==> src/dps_consts.svh <==
// constants of the dual position motion sequencer
`ifndef DPS_CONSTS_SVH
`define DPS_CONSTS_SVH
`define DPS_MODE_HALF      2'h0
`define DPS_MODE_QUARTER   2'h1
`define DPS_MODE_EIGHTH    2'h2
`define DPS_MODE_SIXTEENTH 2'h3
`define DPS_NARROW_MSB     4'hC
`define DPS_SAFE_OFF       11'h400
`define DPS_SAFE_PAD       5'h00
`define DPS_POS_ZERO       16'h0000
`define DPS_BUF_DEPTH      4
`define DPS_BUF_MIN        2
`define DPS_BUF_MAX        16
`endif

==> src/dps_pkg.sv <==
// types of the dual position motion sequencer
package dps_pkg;

    typedef enum logic [3:0] {
        DPS_OP_NOP        = 4'h0,
        DPS_OP_MOVE       = 4'h1,
        DPS_OP_MOVE_SHORT = 4'h2,
        DPS_OP_GO_SAFE    = 4'h3,
        DPS_OP_HALT_NOW   = 4'h4,
        DPS_OP_HALT_DECEL = 4'h5,
        DPS_OP_ZERO_POS   = 4'h6,
        DPS_OP_DUAL       = 4'h7,
        DPS_OP_STATUS1    = 4'h8,
        DPS_OP_STATUS2    = 4'h9,
        DPS_OP_PARAM      = 4'hA,
        DPS_OP_RUN        = 4'hB
    } dps_op_t;

    typedef struct packed {
        dps_op_t     op;
        logic [15:0] pos;
        logic [15:0] second_leg_offset;
        logic [3:0]  vmin;
        logic [3:0]  vmax;
    } dps_cmd_t;

    typedef struct packed {
        logic [15:0] target;
        logic [3:0]  vmin;
        logic [3:0]  vmax;
        logic        ramp;
        logic        relative;
    } dps_move_t;

    typedef struct packed {
        logic        is_safe;
        logic [15:0] pos;
    } dps_buf_t;

    typedef enum logic [2:0] {
        DPS_IDLE  = 3'h0,
        DPS_LEG1  = 3'h1,
        DPS_LEG2  = 3'h2,
        DPS_SAFE  = 3'h3,
        DPS_DRAIN = 3'h4
    } dps_state_t;

endpackage

==> src/dps_short_dir.sv <==
// shortest path direction on the circular position space
`timescale 1ns/100ps
`default_nettype none
`include "dps_consts.svh"
module dps_short_dir
(
    input  wire logic [15:0] target,
    input  wire logic [15:0] actual,
    input  wire logic [1:0]  step_mode,
    output logic             dir_pos,
    output logic             at_target
);
    logic [15:0] diff;
    logic [15:0] in_range;
    logic [3:0]  sign_idx;

    // difference wraps at the mode width
    assign diff     = target - actual; // RL14
    assign sign_idx = `DPS_NARROW_MSB + {2'h0, step_mode};

    genvar i;
    generate
        for (i = 0; i < 16; i++)
        begin : g_bit
            assign in_range[i] = (4'(i) <= sign_idx);
        end
    endgenerate

    assign at_target = ~|(diff & in_range);
    assign dir_pos   = ~diff[sign_idx] & ~at_target; // RL15 RL23
endmodule
`default_nettype wire

==> src/dps_sequencer.sv <==
// dual positioning command sequencer with position buffer
//
// Summary of operation
// (RL1) dual first leg: command velocities, RAM acceleration, to first leg target.
// (RL2) second leg: relative move to leg sum at start velocity, no ramp.
// (RL3) after second leg clear actual position, keep target position.
// (RL4) with safe position enabled, move there after the dual sequence.
// (RL5) set referenced flag when the dual sequence completes.
// (RL6) only immediate halt or shutdown interrupts a dual sequence.
// (RL7) master should not send dual command while moving.
// (RL8) dual start loads target with safe position or zero.
// (RL9) move and go safe commands during dual are buffered for later.
// (RL10) both status reads are served at once, even during dual.
// (RL11) dual leg values apply to that sequence only; RAM velocities return.
// (RL12) zero, dual and decelerating halt during dual are discarded.
// (RL13) parameter write during dual applies all but the velocities.
// (RL14) signed position range depends on stepping mode and is circular.
// (RL15) move picks the shorter way around the circle.
// (RL16) master uses several moves or run command for the long way.
// (RL17) new same direction move during deceleration accelerates without wait.
// (RL18) end position always reached; rounding cleared back at start velocity.
// (RL19) new velocities and moves are accepted while a motion runs.
// (RL20) master shifts move target left by stepping mode.
// (RL21) safe position disabled when it equals the most negative code.
// (RL22) dual command runs only with undervoltage, pump and step loss clear.
// (RL23) direction from sign of target minus actual at mode width.
// (RL24) buffered commands drain in arrival order after the whole sequence.
`timescale 1ns/100ps
`default_nettype none
`include "dps_consts.svh"
module dps_sequencer
    import dps_pkg::*;
#(
    parameter int BUF_DEPTH = `DPS_BUF_DEPTH
)
(
    input  wire logic        clock,
    input  wire logic        rst_n,
    input  wire logic        cmd_valid,
    input  var  dps_cmd_t    cmd,
    input  wire logic [3:0]  ram_vmin,
    input  wire logic [3:0]  ram_vmax,
    input  wire logic [10:0] safe_position,
    input  wire logic [1:0]  step_mode,
    input  wire logic [15:0] actual_position,
    input  wire logic        motion_done,
    input  wire logic        at_vmin,
    input  wire logic        shutdown,
    input  wire logic        undervoltage_flag,
    input  wire logic        pump_fail_flag,
    input  wire logic        steploss_flag,
    output logic             move_valid_q,
    output var  dps_move_t   move_q,
    output logic             dir_pos_q,
    output logic [15:0]      target_position_q,
    output logic             clear_actual_q,
    output logic             referenced_q,
    output logic             halt_now_q,
    output logic             halt_decel_q,
    output logic             zero_position_q,
    output logic             run_q,
    output logic             status_grant_q,
    output logic             param_apply_q,
    output logic             param_vel_apply_q,
    output logic             round_clear_q,
    output logic             dual_active_q
);
    localparam int PW = $clog2(BUF_DEPTH);

    generate
        if (BUF_DEPTH < `DPS_BUF_MIN || BUF_DEPTH > `DPS_BUF_MAX
            || (1 << PW) != BUF_DEPTH)
        begin : g_chk
            $error("BUF_DEPTH must be a power of two from 2 to 16");
        end
    endgenerate

    logic rst_meta_q;
    logic rst_sync_n_q;

    always_ff @(posedge clock or negedge rst_n)
    begin
        if (!rst_n)
        begin
            rst_meta_q   <= 1'b0;
            rst_sync_n_q <= 1'b0;
        end
        else
        begin
            rst_meta_q   <= 1'b1;
            rst_sync_n_q <= rst_meta_q;
        end
    end

    dps_state_t  state_q;
    dps_state_t  state_d;
    dps_cmd_t    dual_q;
    dps_buf_t    buf_q [BUF_DEPTH];
    logic [PW-1:0] wr_q;
    logic [PW-1:0] rd_q;
    logic [PW:0]   cnt_q;
    logic [15:0] target_d;
    logic        mv_vld_d;
    dps_move_t   mv_d;
    logic        ref_d;
    logic        clr_d;
    logic        pop;
    logic        push;
    logic        flush;
    logic        dir_pos;

    // command decoding
    logic op_move, op_safe, op_halt, op_dual, op_status;
    logic op_param, op_decel, op_zero, op_run;
    logic in_dual, flags_clear, safe_en, buf_full, queue_cmd;
    logic [1:0]  shift;
    logic [15:0] cmd_nat;
    logic [15:0] safe_nat;
    logic [15:0] leg_sum;
    dps_buf_t    head;

    assign op_move   = cmd_valid && (cmd.op == DPS_OP_MOVE
                                  || cmd.op == DPS_OP_MOVE_SHORT);
    assign op_safe   = cmd_valid && cmd.op == DPS_OP_GO_SAFE;
    assign op_halt   = cmd_valid && cmd.op == DPS_OP_HALT_NOW;
    assign op_dual   = cmd_valid && cmd.op == DPS_OP_DUAL;
    assign op_status = cmd_valid && (cmd.op == DPS_OP_STATUS1
                                  || cmd.op == DPS_OP_STATUS2);
    assign op_param  = cmd_valid && cmd.op == DPS_OP_PARAM;
    assign op_decel  = cmd_valid && cmd.op == DPS_OP_HALT_DECEL;
    assign op_zero   = cmd_valid && cmd.op == DPS_OP_ZERO_POS;
    assign op_run    = cmd_valid && cmd.op == DPS_OP_RUN;

    assign in_dual     = state_q != DPS_IDLE;
    assign flags_clear = !undervoltage_flag && !pump_fail_flag
                      && !steploss_flag; // RL22
    assign safe_en     = safe_position != `DPS_SAFE_OFF; // RL21
    assign buf_full    = cnt_q == (PW+1)'(BUF_DEPTH);
    assign queue_cmd   = op_move || op_safe; // RL9

    // target words arrive left aligned; work in native steps
    assign shift    = `DPS_MODE_SIXTEENTH - step_mode; // RL20
    assign cmd_nat  = 16'($signed(cmd.pos) >>> shift);
    assign safe_nat = 16'($signed({safe_position, `DPS_SAFE_PAD}) >>> shift);
    assign leg_sum  = dual_q.pos + dual_q.second_leg_offset; // RL2
    assign head     = buf_q[rd_q];

    function automatic dps_move_t mk_move(
        input logic [15:0] t,
        input logic [3:0]  vl,
        input logic [3:0]  vh,
        input logic        rp,
        input logic        rl);
        dps_move_t m;
        m.target   = t;
        m.vmin     = vl;
        m.vmax     = vh;
        m.ramp     = rp;
        m.relative = rl;
        return m;
    endfunction

    always_comb
    begin
        state_d  = state_q;
        target_d = target_position_q;
        mv_vld_d = 1'b0;
        mv_d     = move_q;
        ref_d    = referenced_q;
        clr_d    = 1'b0;
        pop      = 1'b0;
        flush    = 1'b0;
        push     = in_dual && queue_cmd && !buf_full; // RL9
        if (shutdown || op_halt)
        begin
            state_d = DPS_IDLE; // RL6
            flush   = 1'b1;
            push    = 1'b0;
        end
        else
        begin
            case (state_q)
                DPS_IDLE:
                begin
                    if (op_dual && flags_clear) // RL22
                    begin
                        target_d = safe_en ? safe_nat : `DPS_POS_ZERO; // RL8
                        mv_vld_d = 1'b1;
                        mv_d     = mk_move(cmd.pos, cmd.vmin, cmd.vmax,
                                           1'b1, 1'b0); // RL1 RL11
                        state_d  = DPS_LEG1;
                    end
                    else if (op_move) // RL17 RL19
                    begin
                        target_d = cmd_nat;
                        mv_vld_d = 1'b1;
                        mv_d     = mk_move(cmd_nat, ram_vmin, ram_vmax,
                                           1'b1, 1'b0);
                    end
                    else if (op_safe && safe_en)
                    begin
                        target_d = safe_nat;
                        mv_vld_d = 1'b1;
                        mv_d     = mk_move(safe_nat, ram_vmin, ram_vmax,
                                           1'b1, 1'b0);
                    end
                end
                DPS_LEG1:
                begin
                    if (motion_done)
                    begin
                        mv_vld_d = 1'b1;
                        mv_d     = mk_move(leg_sum, dual_q.vmin, dual_q.vmin,
                                           1'b0, 1'b1); // RL2
                        state_d  = DPS_LEG2;
                    end
                end
                DPS_LEG2:
                begin
                    if (motion_done)
                    begin
                        clr_d = 1'b1; // RL3
                        ref_d = 1'b1; // RL5
                        if (safe_en)
                        begin
                            mv_vld_d = 1'b1;
                            mv_d     = mk_move(target_position_q, ram_vmin,
                                               ram_vmax, 1'b1, 1'b0); // RL4 RL11
                            state_d  = DPS_SAFE;
                        end
                        else
                        begin
                            state_d = DPS_DRAIN;
                        end
                    end
                end
                DPS_SAFE:
                begin
                    if (motion_done)
                    begin
                        state_d = DPS_DRAIN;
                    end
                end
                DPS_DRAIN:
                begin
                    if (cnt_q != '0)
                    begin
                        pop = 1'b1; // RL24
                        if (!head.is_safe || safe_en)
                        begin
                            target_d = head.is_safe ? safe_nat : head.pos;
                            mv_vld_d = 1'b1;
                            mv_d     = mk_move(target_d, ram_vmin, ram_vmax,
                                               1'b1, 1'b0);
                        end
                    end
                    else
                    begin
                        state_d = DPS_IDLE;
                    end
                end
                default:
                begin
                    state_d = DPS_IDLE;
                end
            endcase
        end
    end

    dps_short_dir u_dir
    (
        .target    (mv_d.target),
        .actual    (actual_position),
        .step_mode (step_mode),
        .dir_pos   (dir_pos),
        .at_target ()
    );

    always_ff @(posedge clock or negedge rst_sync_n_q)
    begin
        if (!rst_sync_n_q)
        begin
            state_q           <= DPS_IDLE;
            dual_q            <= '0;
            target_position_q <= `DPS_POS_ZERO;
            move_valid_q      <= 1'b0;
            move_q            <= '0;
            dir_pos_q         <= 1'b0;
            referenced_q      <= 1'b0;
            clear_actual_q    <= 1'b0;
        end
        else
        begin
            state_q           <= state_d;
            target_position_q <= target_d;
            move_valid_q      <= mv_vld_d;
            move_q            <= mv_d;
            dir_pos_q         <= dir_pos; // RL15
            referenced_q      <= ref_d;
            clear_actual_q    <= clr_d;
            if (state_q == DPS_IDLE && state_d == DPS_LEG1)
                dual_q <= cmd;
        end
    end

    // pulses for commands carried out by the rest of the controller, plus the round clear and dual active levels
    always_ff @(posedge clock or negedge rst_sync_n_q)
    begin
        if (!rst_sync_n_q)
        begin
            halt_now_q        <= 1'b0;
            halt_decel_q      <= 1'b0;
            zero_position_q   <= 1'b0;
            run_q             <= 1'b0;
            status_grant_q    <= 1'b0;
            param_apply_q     <= 1'b0;
            param_vel_apply_q <= 1'b0;
            round_clear_q     <= 1'b0;
            dual_active_q     <= 1'b0;
        end
        else
        begin
            halt_now_q        <= op_halt; // RL6
            halt_decel_q      <= op_decel && !in_dual; // RL12
            zero_position_q   <= op_zero && !in_dual; // RL12
            run_q             <= op_run && !in_dual && !shutdown;
            status_grant_q    <= op_status; // RL10
            param_apply_q     <= op_param; // RL13
            param_vel_apply_q <= op_param && !in_dual; // RL11 RL13 RL19
            round_clear_q     <= at_vmin; // RL18
            dual_active_q     <= state_d != DPS_IDLE;
        end
    end

    // position buffer, first in first out
    always_ff @(posedge clock or negedge rst_sync_n_q)
    begin
        if (!rst_sync_n_q)
        begin
            wr_q  <= '0;
            rd_q  <= '0;
            cnt_q <= '0;
        end
        else if (flush)
        begin
            wr_q  <= '0;
            rd_q  <= '0;
            cnt_q <= '0;
        end
        else
        begin
            wr_q  <= wr_q + PW'(push);
            rd_q  <= rd_q + PW'(pop);
            cnt_q <= cnt_q + (PW+1)'(push) - (PW+1)'(pop); // RL24
        end
    end

    always_ff @(posedge clock)
    begin
        if (push)
            buf_q[wr_q] <= '{is_safe: op_safe, pos: cmd_nat}; // RL9
    end

    logic start_dual;
    assign start_dual = state_q == DPS_IDLE && op_dual && flags_clear
                     && !shutdown;
endmodule
`default_nettype wire

==> config.mk <==
export PLATFORM = sky130hd
export DESIGN_NAME = dps_sequencer
export DESIGN_NICKNAME = d
export VERILOG_FILES = /design/src/dps_pkg.sv /design/src/dps_short_dir.sv /design/src/dps_sequencer.sv
export VERILOG_INCLUDE_DIRS = /design/src
export SDC_FILE = /design/constraint.sdc
export NUM_CORES = 1
export LEC_CHECK = 0
export BUFFER_PORTS_ARGS = -buffer_cell sky130_fd_sc_hd__buf_4
export CORE_MARGIN = 2
export CORE_UTILIZATION = 48
export CTS_CLUSTER_SIZE = 8
export DETAILED_ROUTE_END_ITERATION = 8
export PLACE_DENSITY = 0.72
export SETUP_SLACK_MARGIN = 0.1
export SKIP_LAST_GASP = 1
export SYNTH_ARGS = -nofsm -noshare
export SYNTH_HDL_FRONTEND = slang
export SYNTH_SLANG_ARGS = --single-unit
==> constraint.sdc <==
create_clock -name clock -period 3.7 [get_ports clock]
set_input_delay 0.74 -clock clock [delete_from_list [all_inputs] [get_ports clock]]
set_output_delay 0.74 -clock clock [all_outputs]
set_load 0.01 [all_outputs]
After elaboration in Yosys (flattened, before gate mapping) --
Memories as Yosys holds them, arrays and structs flattened. Index checks and enable logic that the tools add are counted.
Word-level totals: flip-flop bits (word level) 103, bits in writable memories 68, output and inout bits 55, word-level logic and storage cells 177, memories 1
Operators by class: $add $sub $neg 8, $lt $le $gt $ge 17, equality and inequality tests 24, shift-type cells 2, mux-type cells 50, bitwise logic cells 4, reductions and logical operators 43
Memory list:
- buf_q | depth 4, width 17, rd ports 1, clocked after Yosys merged registers in 0, wr ports 1, line dps_sequencer.sv:98 | dps_buf_t buf_q [BUF_DEPTH];
Operators by type and width (count):
- $mux W26 | 9
- $mux W16 | 7
- $pmux W26 S4 | 1
- $le A4 B4 Y1 const A | 8
- $pmux W16 S2 | 1
- $sshr A16 B2 Y16 | 2
- $mux W3 | 8
- $logic_and A1 B1 Y1 | 21
- $mux W1 | 19
- $add A16 B16 Y16 | 1
- $and A16 B16 Y16 | 1
- $eq A4 B3 Y1 const B | 4
- $eq A4 B4 Y1 const B | 4
- $le A3 B4 Y1 const A | 4
- $reduce_or A16 Y1 | 1
- $sub A16 B16 Y16 | 1
- $pmux W3 S5 | 1
- $ne A11 B11 Y1 const B | 1
- $ne A2 B2 Y1 const B | 5
- $reduce_bool A3 Y1 | 3
- $eq A4 B2 Y1 const B | 2
- $le A1 B4 Y1 const A | 2
- $le A2 B4 Y1 const A | 2
- $reduce_and A8 Y1 | 1
- other kinds (23) | 39

Logic depth before layout (Yosys ltp) --
depth in word-level cells 13, depth in mapped cells 22

Modules after synthesis --
Synthesis repeated with hierarchy kept, for this count alone.
Second synthesis, totals: cells, all modules 980, area total of the unflattened synthesis 10467.5 um^2
By module, submodules not included:
- dps_sequencer | times used 1, cells an instance 851, area each 9561.7 um^2
- dps_short_dir | times used 1, cells an instance 129, area each 905.9 um^2

Least setup slack after synthesis --
Ideal clock, no wire load.
path type input -> register, start input step_mode[0], end register dir_pos_q, setup time 0.135 ns, arrival time 4.802 ns, data required time 3.565 ns, path slack -1.237 ns, cell stages on the path 19, buffers on the path 3, cells stage by stage clkbuf_1 -> buf_1 -> clkbuf_1 -> mux2i_1 -> mux2i_1 -> a221oi_1 -> nor2_1 -> a211oi_1 -> o21ai_0 -> ha_1 -> or3_1 -> a21oi_1 -> nor2_1 -> a2111o_1 -> a31o_2 -> a21oi_1 -> xnor3_1 -> nor2_1 -> a211oi_2
RTL lines:
- from (decl) | line dps_sequencer.sv:44 | input wire logic [1:0] step_mode,
- to (signal assigned) | line dps_sequencer.sv:298 | dir_pos_q <= dir_pos;
- to (decl) | line dps_sequencer.sv:54 | output logic dir_pos_q,

Final worst setup path --
start register rd_q[0], end register dir_pos_q
Between the ends: word-level cells in the longest chain between the ends 12
RTL lines:
- from (decl) | line dps_sequencer.sv:100 | logic [PW-1:0] rd_q;
- from (signal assigned) | line dps_sequencer.sv:353 | rd_q <= rd_q + PW'(pop);
- $mem_v2 Z4 W17 *
- $logic_not A1 Y1 | line dps_sequencer.sv:249 | if (!head.is_safe || safe_en)
- $logic_or A1 B1 Y1 | line dps_sequencer.sv:249
- $mux W26 * | line dps_sequencer.sv:249
- $mux W26 * | line dps_sequencer.sv:246 | if (cnt_q != '0)
- $pmux W26 S4 * | line dps_sequencer.sv:182 | case (state_q)
- $mux W26 * | line dps_sequencer.sv:174 | if (shutdown || op_halt)
- $sub A16 B16 Y16 * | line dps_short_dir.sv:18 | assign diff = target - actual;
- $bmux W1 S4 | line dps_short_dir.sv:30 | assign dir_pos = ~diff[sign_idx] & ~at_target;
- $mux W1 (implied by the code) | line dps_short_dir.sv:30
- $not A1 Y1 | line dps_short_dir.sv:30
- $and A1 B1 Y1 * | line dps_short_dir.sv:30
- via dir_pos | line dps_sequencer.sv:110 | logic dir_pos;
The timed path passes the listed nets; every way through them passes the cells marked *. The select of a mux whose other input is x is not followed. A chain may end at the register's enable or synchronous reset.

==> reports/results.ini <==
[power_and_ir_drop]
powerDensity_nw_per_um2=391
clkPwrFrac=0.303
power.leakage_nw=6.68
switching_power_mw=1.77
p_total_mw=5.56
comb_power_share=0.288
peakVddDrop_mv=0.289
p_seq_frac=0.409
swShare=0.318
p_int_mw=3.79

[clock_tree]
cts.sinks=171
cts_tree=built
cts_max_path_buffers=2
cts_root_buf=clkbuf_16
cts_buffers=17
clk_latency_ns=0.43
clk_pin_slew_ns=0.07
cts.htree.levels=4

[yosys]
synth_seq_cells=171
synthArstFlopShare=0.602
synth_compound_area_frac=0.169
yosys.area.top_type=dfrtp_1
synth_top_family_by_area=compound AO/OA/AOI/OAI gates
synth-adder-area-share=0.0475
yosysTopAreaCellShare=0.252
synth_xor_area_frac=0.0236
ys_seq_area_frac=0.452
synth_nets=1112
synth-edff-count=68
synthSimpleGateAreaFrac=0.132
synthFlopType=dfrtp_1
netlist_area_sq_um=10200
synth.area.top_cells=dfrtp_1 25%, edfxtp_1 20%, mux2_2 5.3%, mux2i_1 4.6%, ha_1 4.2%
syn_inst=985
muxShareOfSynthArea=0.139
yosysUniqueCellTypes=78
ys_warn_count=0
syn_area_per_cell_sq_um=10.4

[setup_path]
crit_required_ns=4.04
crit_buf_inv=2
startpoint_type=flop
critPathCaptureType=flop
arrival_ns=4.72
worstSetupPathType=flop to flop
cp_top_family=compound AO/OA/AOI/OAI gates
cp-startpoint=rd_q[0]
rr_startpoint=rd_q[0]
crit_path_max_incr_delay_ns=0.64
worstPathMaxFanout=3
path_cells=mux4_2 -> a41o_4 -> buf_12 -> a2bb2oi_4 -> o31a_1 -> nand2_1 -> a21oi_2 -> ha_2 -> inv_2 -> fa_2 -> a211o_1 -> a211oi_4 -> o41ai_4 -> and2_4 -> a21o_1 -> a22oi_1 -> o221ai_1 -> a211oi_2
slowest_stage=mux4_2

[layout]
finalNetCount=1490
fillCellCount=1698
area_growth_pct=39.4
finalNonFillerCells=1650
fin_util=0.680
drive_gt1_frac=0.413
diodes=0

[flow_run]
maxCapViolCount=0

[timing]
hold_violations=0
fin_crit_ns=4.38
fin_worst_skew_ns=0.0131
tns_ns=-0.677
drv_slew=0
fin_crit_sh=1.18
slew_headroom=0.453
rsz0062_at_grt=yes
worstMarginPinSlew_ns=0.818
fmax_ghz=0.228
setup_ws_ns=-0.677
setup_viol=1

[placement]
portBuffers=144
finalWeightedCongestion=1.08
dp_cells=1595
place_ws_ns=-1.24
place_hpwl_um=26700

[detailed_routing]
wl_um=34400
drt-pass1-iter-count=5
drtAntennaViolNets=0
wire_per_inst_um=20.9
via_count=9596
drc=0
first_iter_violations=1053
routed_via_density=5.82

[die]
die_w_um=150
ios=145
placementRows=53
core_sq_um=21000
dieArea_sq_um=22500
die_y_um=150
start_util=0.488

[global_routing]
grt_pass1_wl_um=53000
antenna_found_initial=0
grt_usage=0.315
grt_pass1_vias=9471
grt.overflow.total=0
grt_max_degree=37

[outcome]
violations=negative setup slack
status=complete, but fails checks

[worst_hold_path]
holdCritPathClass=input pin to async pin

## cells by family (layout without fill, tap and decap cells)
group,after synthesis,in the layout
AOI/OAI and AO/OA,263,263
xor gates and xnor gates,26,26
adders and majority gates,37,37
buffers and inverters,84,474
DFF,171,171
muxes,113,113
other,1,1
and+or+nand+nor,290,290
## cells in the mapped netlist, drive strengths merged (8+ instances only)
master	count
or3	8
clkbuf	31
nand2b	9
mux4	18
xnor2	22
o211ai	10
inv	37
ha	34
nor2	80
edfxtp	68
o21a	8
dfrtp	103
a21oi	70
mux2	48
a21o	10
and2	15
nand3	12
o21ai	79
a211oi	15
nor3	15
buf	16
mux2i	47
a221oi	21
nand2	113
## final cells by class
type | count | area (sq um) | share of cell area
clock inverter | 14 | 114 | 0.00799
inverter | 37 | 139 | 0.00975
multi-input combinational | 730 | 5490 | 0.385
sequential | 171 | 4620 | 0.324
clock buffer | 17 | 425 | 0.0299
tap | 275 | 344 | 0.0241
timing repair buffer | 406 | 3120 | 0.219
## path summary, 6_finish.rpt
kind / cells past startpoint / slack (ns) / to
max: 18 / -0.68 / dir_pos_q
min: 1 / 0.07 / rst_sync_n_q
max reg2reg: 18 / -0.68 / dir_pos_q
min reg2reg: 0 / 0.27 / dual_q[35]
max in group asynchronous: 1 / 2.57 / wr_q[0]
min in group clock: 0 / 0.35 / rst_sync_n_q
## stage by stage
stage,instance area (sq um),hold WS (ns)
floorplan,10300,0.331
global placement,13300,0.281
detailed placement,13300,0.279
CTS,14100,0.0564
global route,14200,0.0525
finish,14200,0.0688
## registers in the layout (all words and copies together), names as in the netlist
| signal | flops |
|---|---|
| param_apply_q | 1 |
| rd_q | 2 |
| move_valid_q | 1 |
| param_vel_apply_q | 1 |
| zero_position_q | 1 |
| move_q | 26 |
| status_grant_q | 1 |
| buf_q | 68 |
| rst_meta_q | 1 |
| halt_now_q | 1 |
| run_q | 1 |
| clear_actual_q | 1 |
| dir_pos_q | 1 |
| wr_q | 2 |
| dual_q | 36 |
| referenced_q | 1 |
| cnt_q | 3 |
| target_position_q | 16 |
| state_q | 3 |
| round_clear_q | 1 |
| dual_active_q | 1 |
| rst_sync_n_q | 1 |
| halt_decel_q | 1 |
## placed cells by master, fill, tap and decap left out, types with 6 or more instances in the layout
cell       netlist  routed
o22ai_1          7       7
o21ai_0         75      65
buf_4            1     400
clkbuf_16        0      17
a221oi_1        20      18
a211oi_1        14      10
mux2_2          48      48
mux2i_1         47      46
edfxtp_1        68      68
xnor2_1         22      21
nor3_1          15      13
a21o_1          10      10
a21oi_1         70      63
o211ai_1         9       9
ha_1            34      30
nand2b_1         9       9
o21ai_1          4      11
and2_1          14      12
dfrtp_1        103     102
o221ai_1         6       6
nand2_1        112     111
nor2_1          79      77
o21a_1           8       7
nand3_1         11      11
mux4_2          16      16
inv_1           37      36
nor2b_1          7       7
## power groups by stage
stage,registers [mW],logic (mW),clock network (mW)
final,2.28,1.60,1.69
after global placement,2.32,1.44,0
after global routing,2.29,1.73,1.79
after CTS,2.28,1.52,1.71
after floorplan,2.30,0.693,0
after detailed placement,2.31,1.45,0
## repair_timing
action	in CTS	in global routing
pin swaps	27	14
hold buffers	0	0
gates cloned	0	0
setup buffers	22	2
gates resized for setup	32	22
endpoints found under the setup margin	1	1
## routing by layer
layer  wire length, um  share of wire  global-route usage  vias to the layer above
li1                  -              -                   -                     4421
met3              2620          0.076              0.0500                      101
met1             14100           0.41               0.419                     4591
met2             16400           0.48               0.518                      483
met5                 0              0                   0                        -
met4              1260          0.037               0.121                        0
Power figures use the tool's default switching activity.
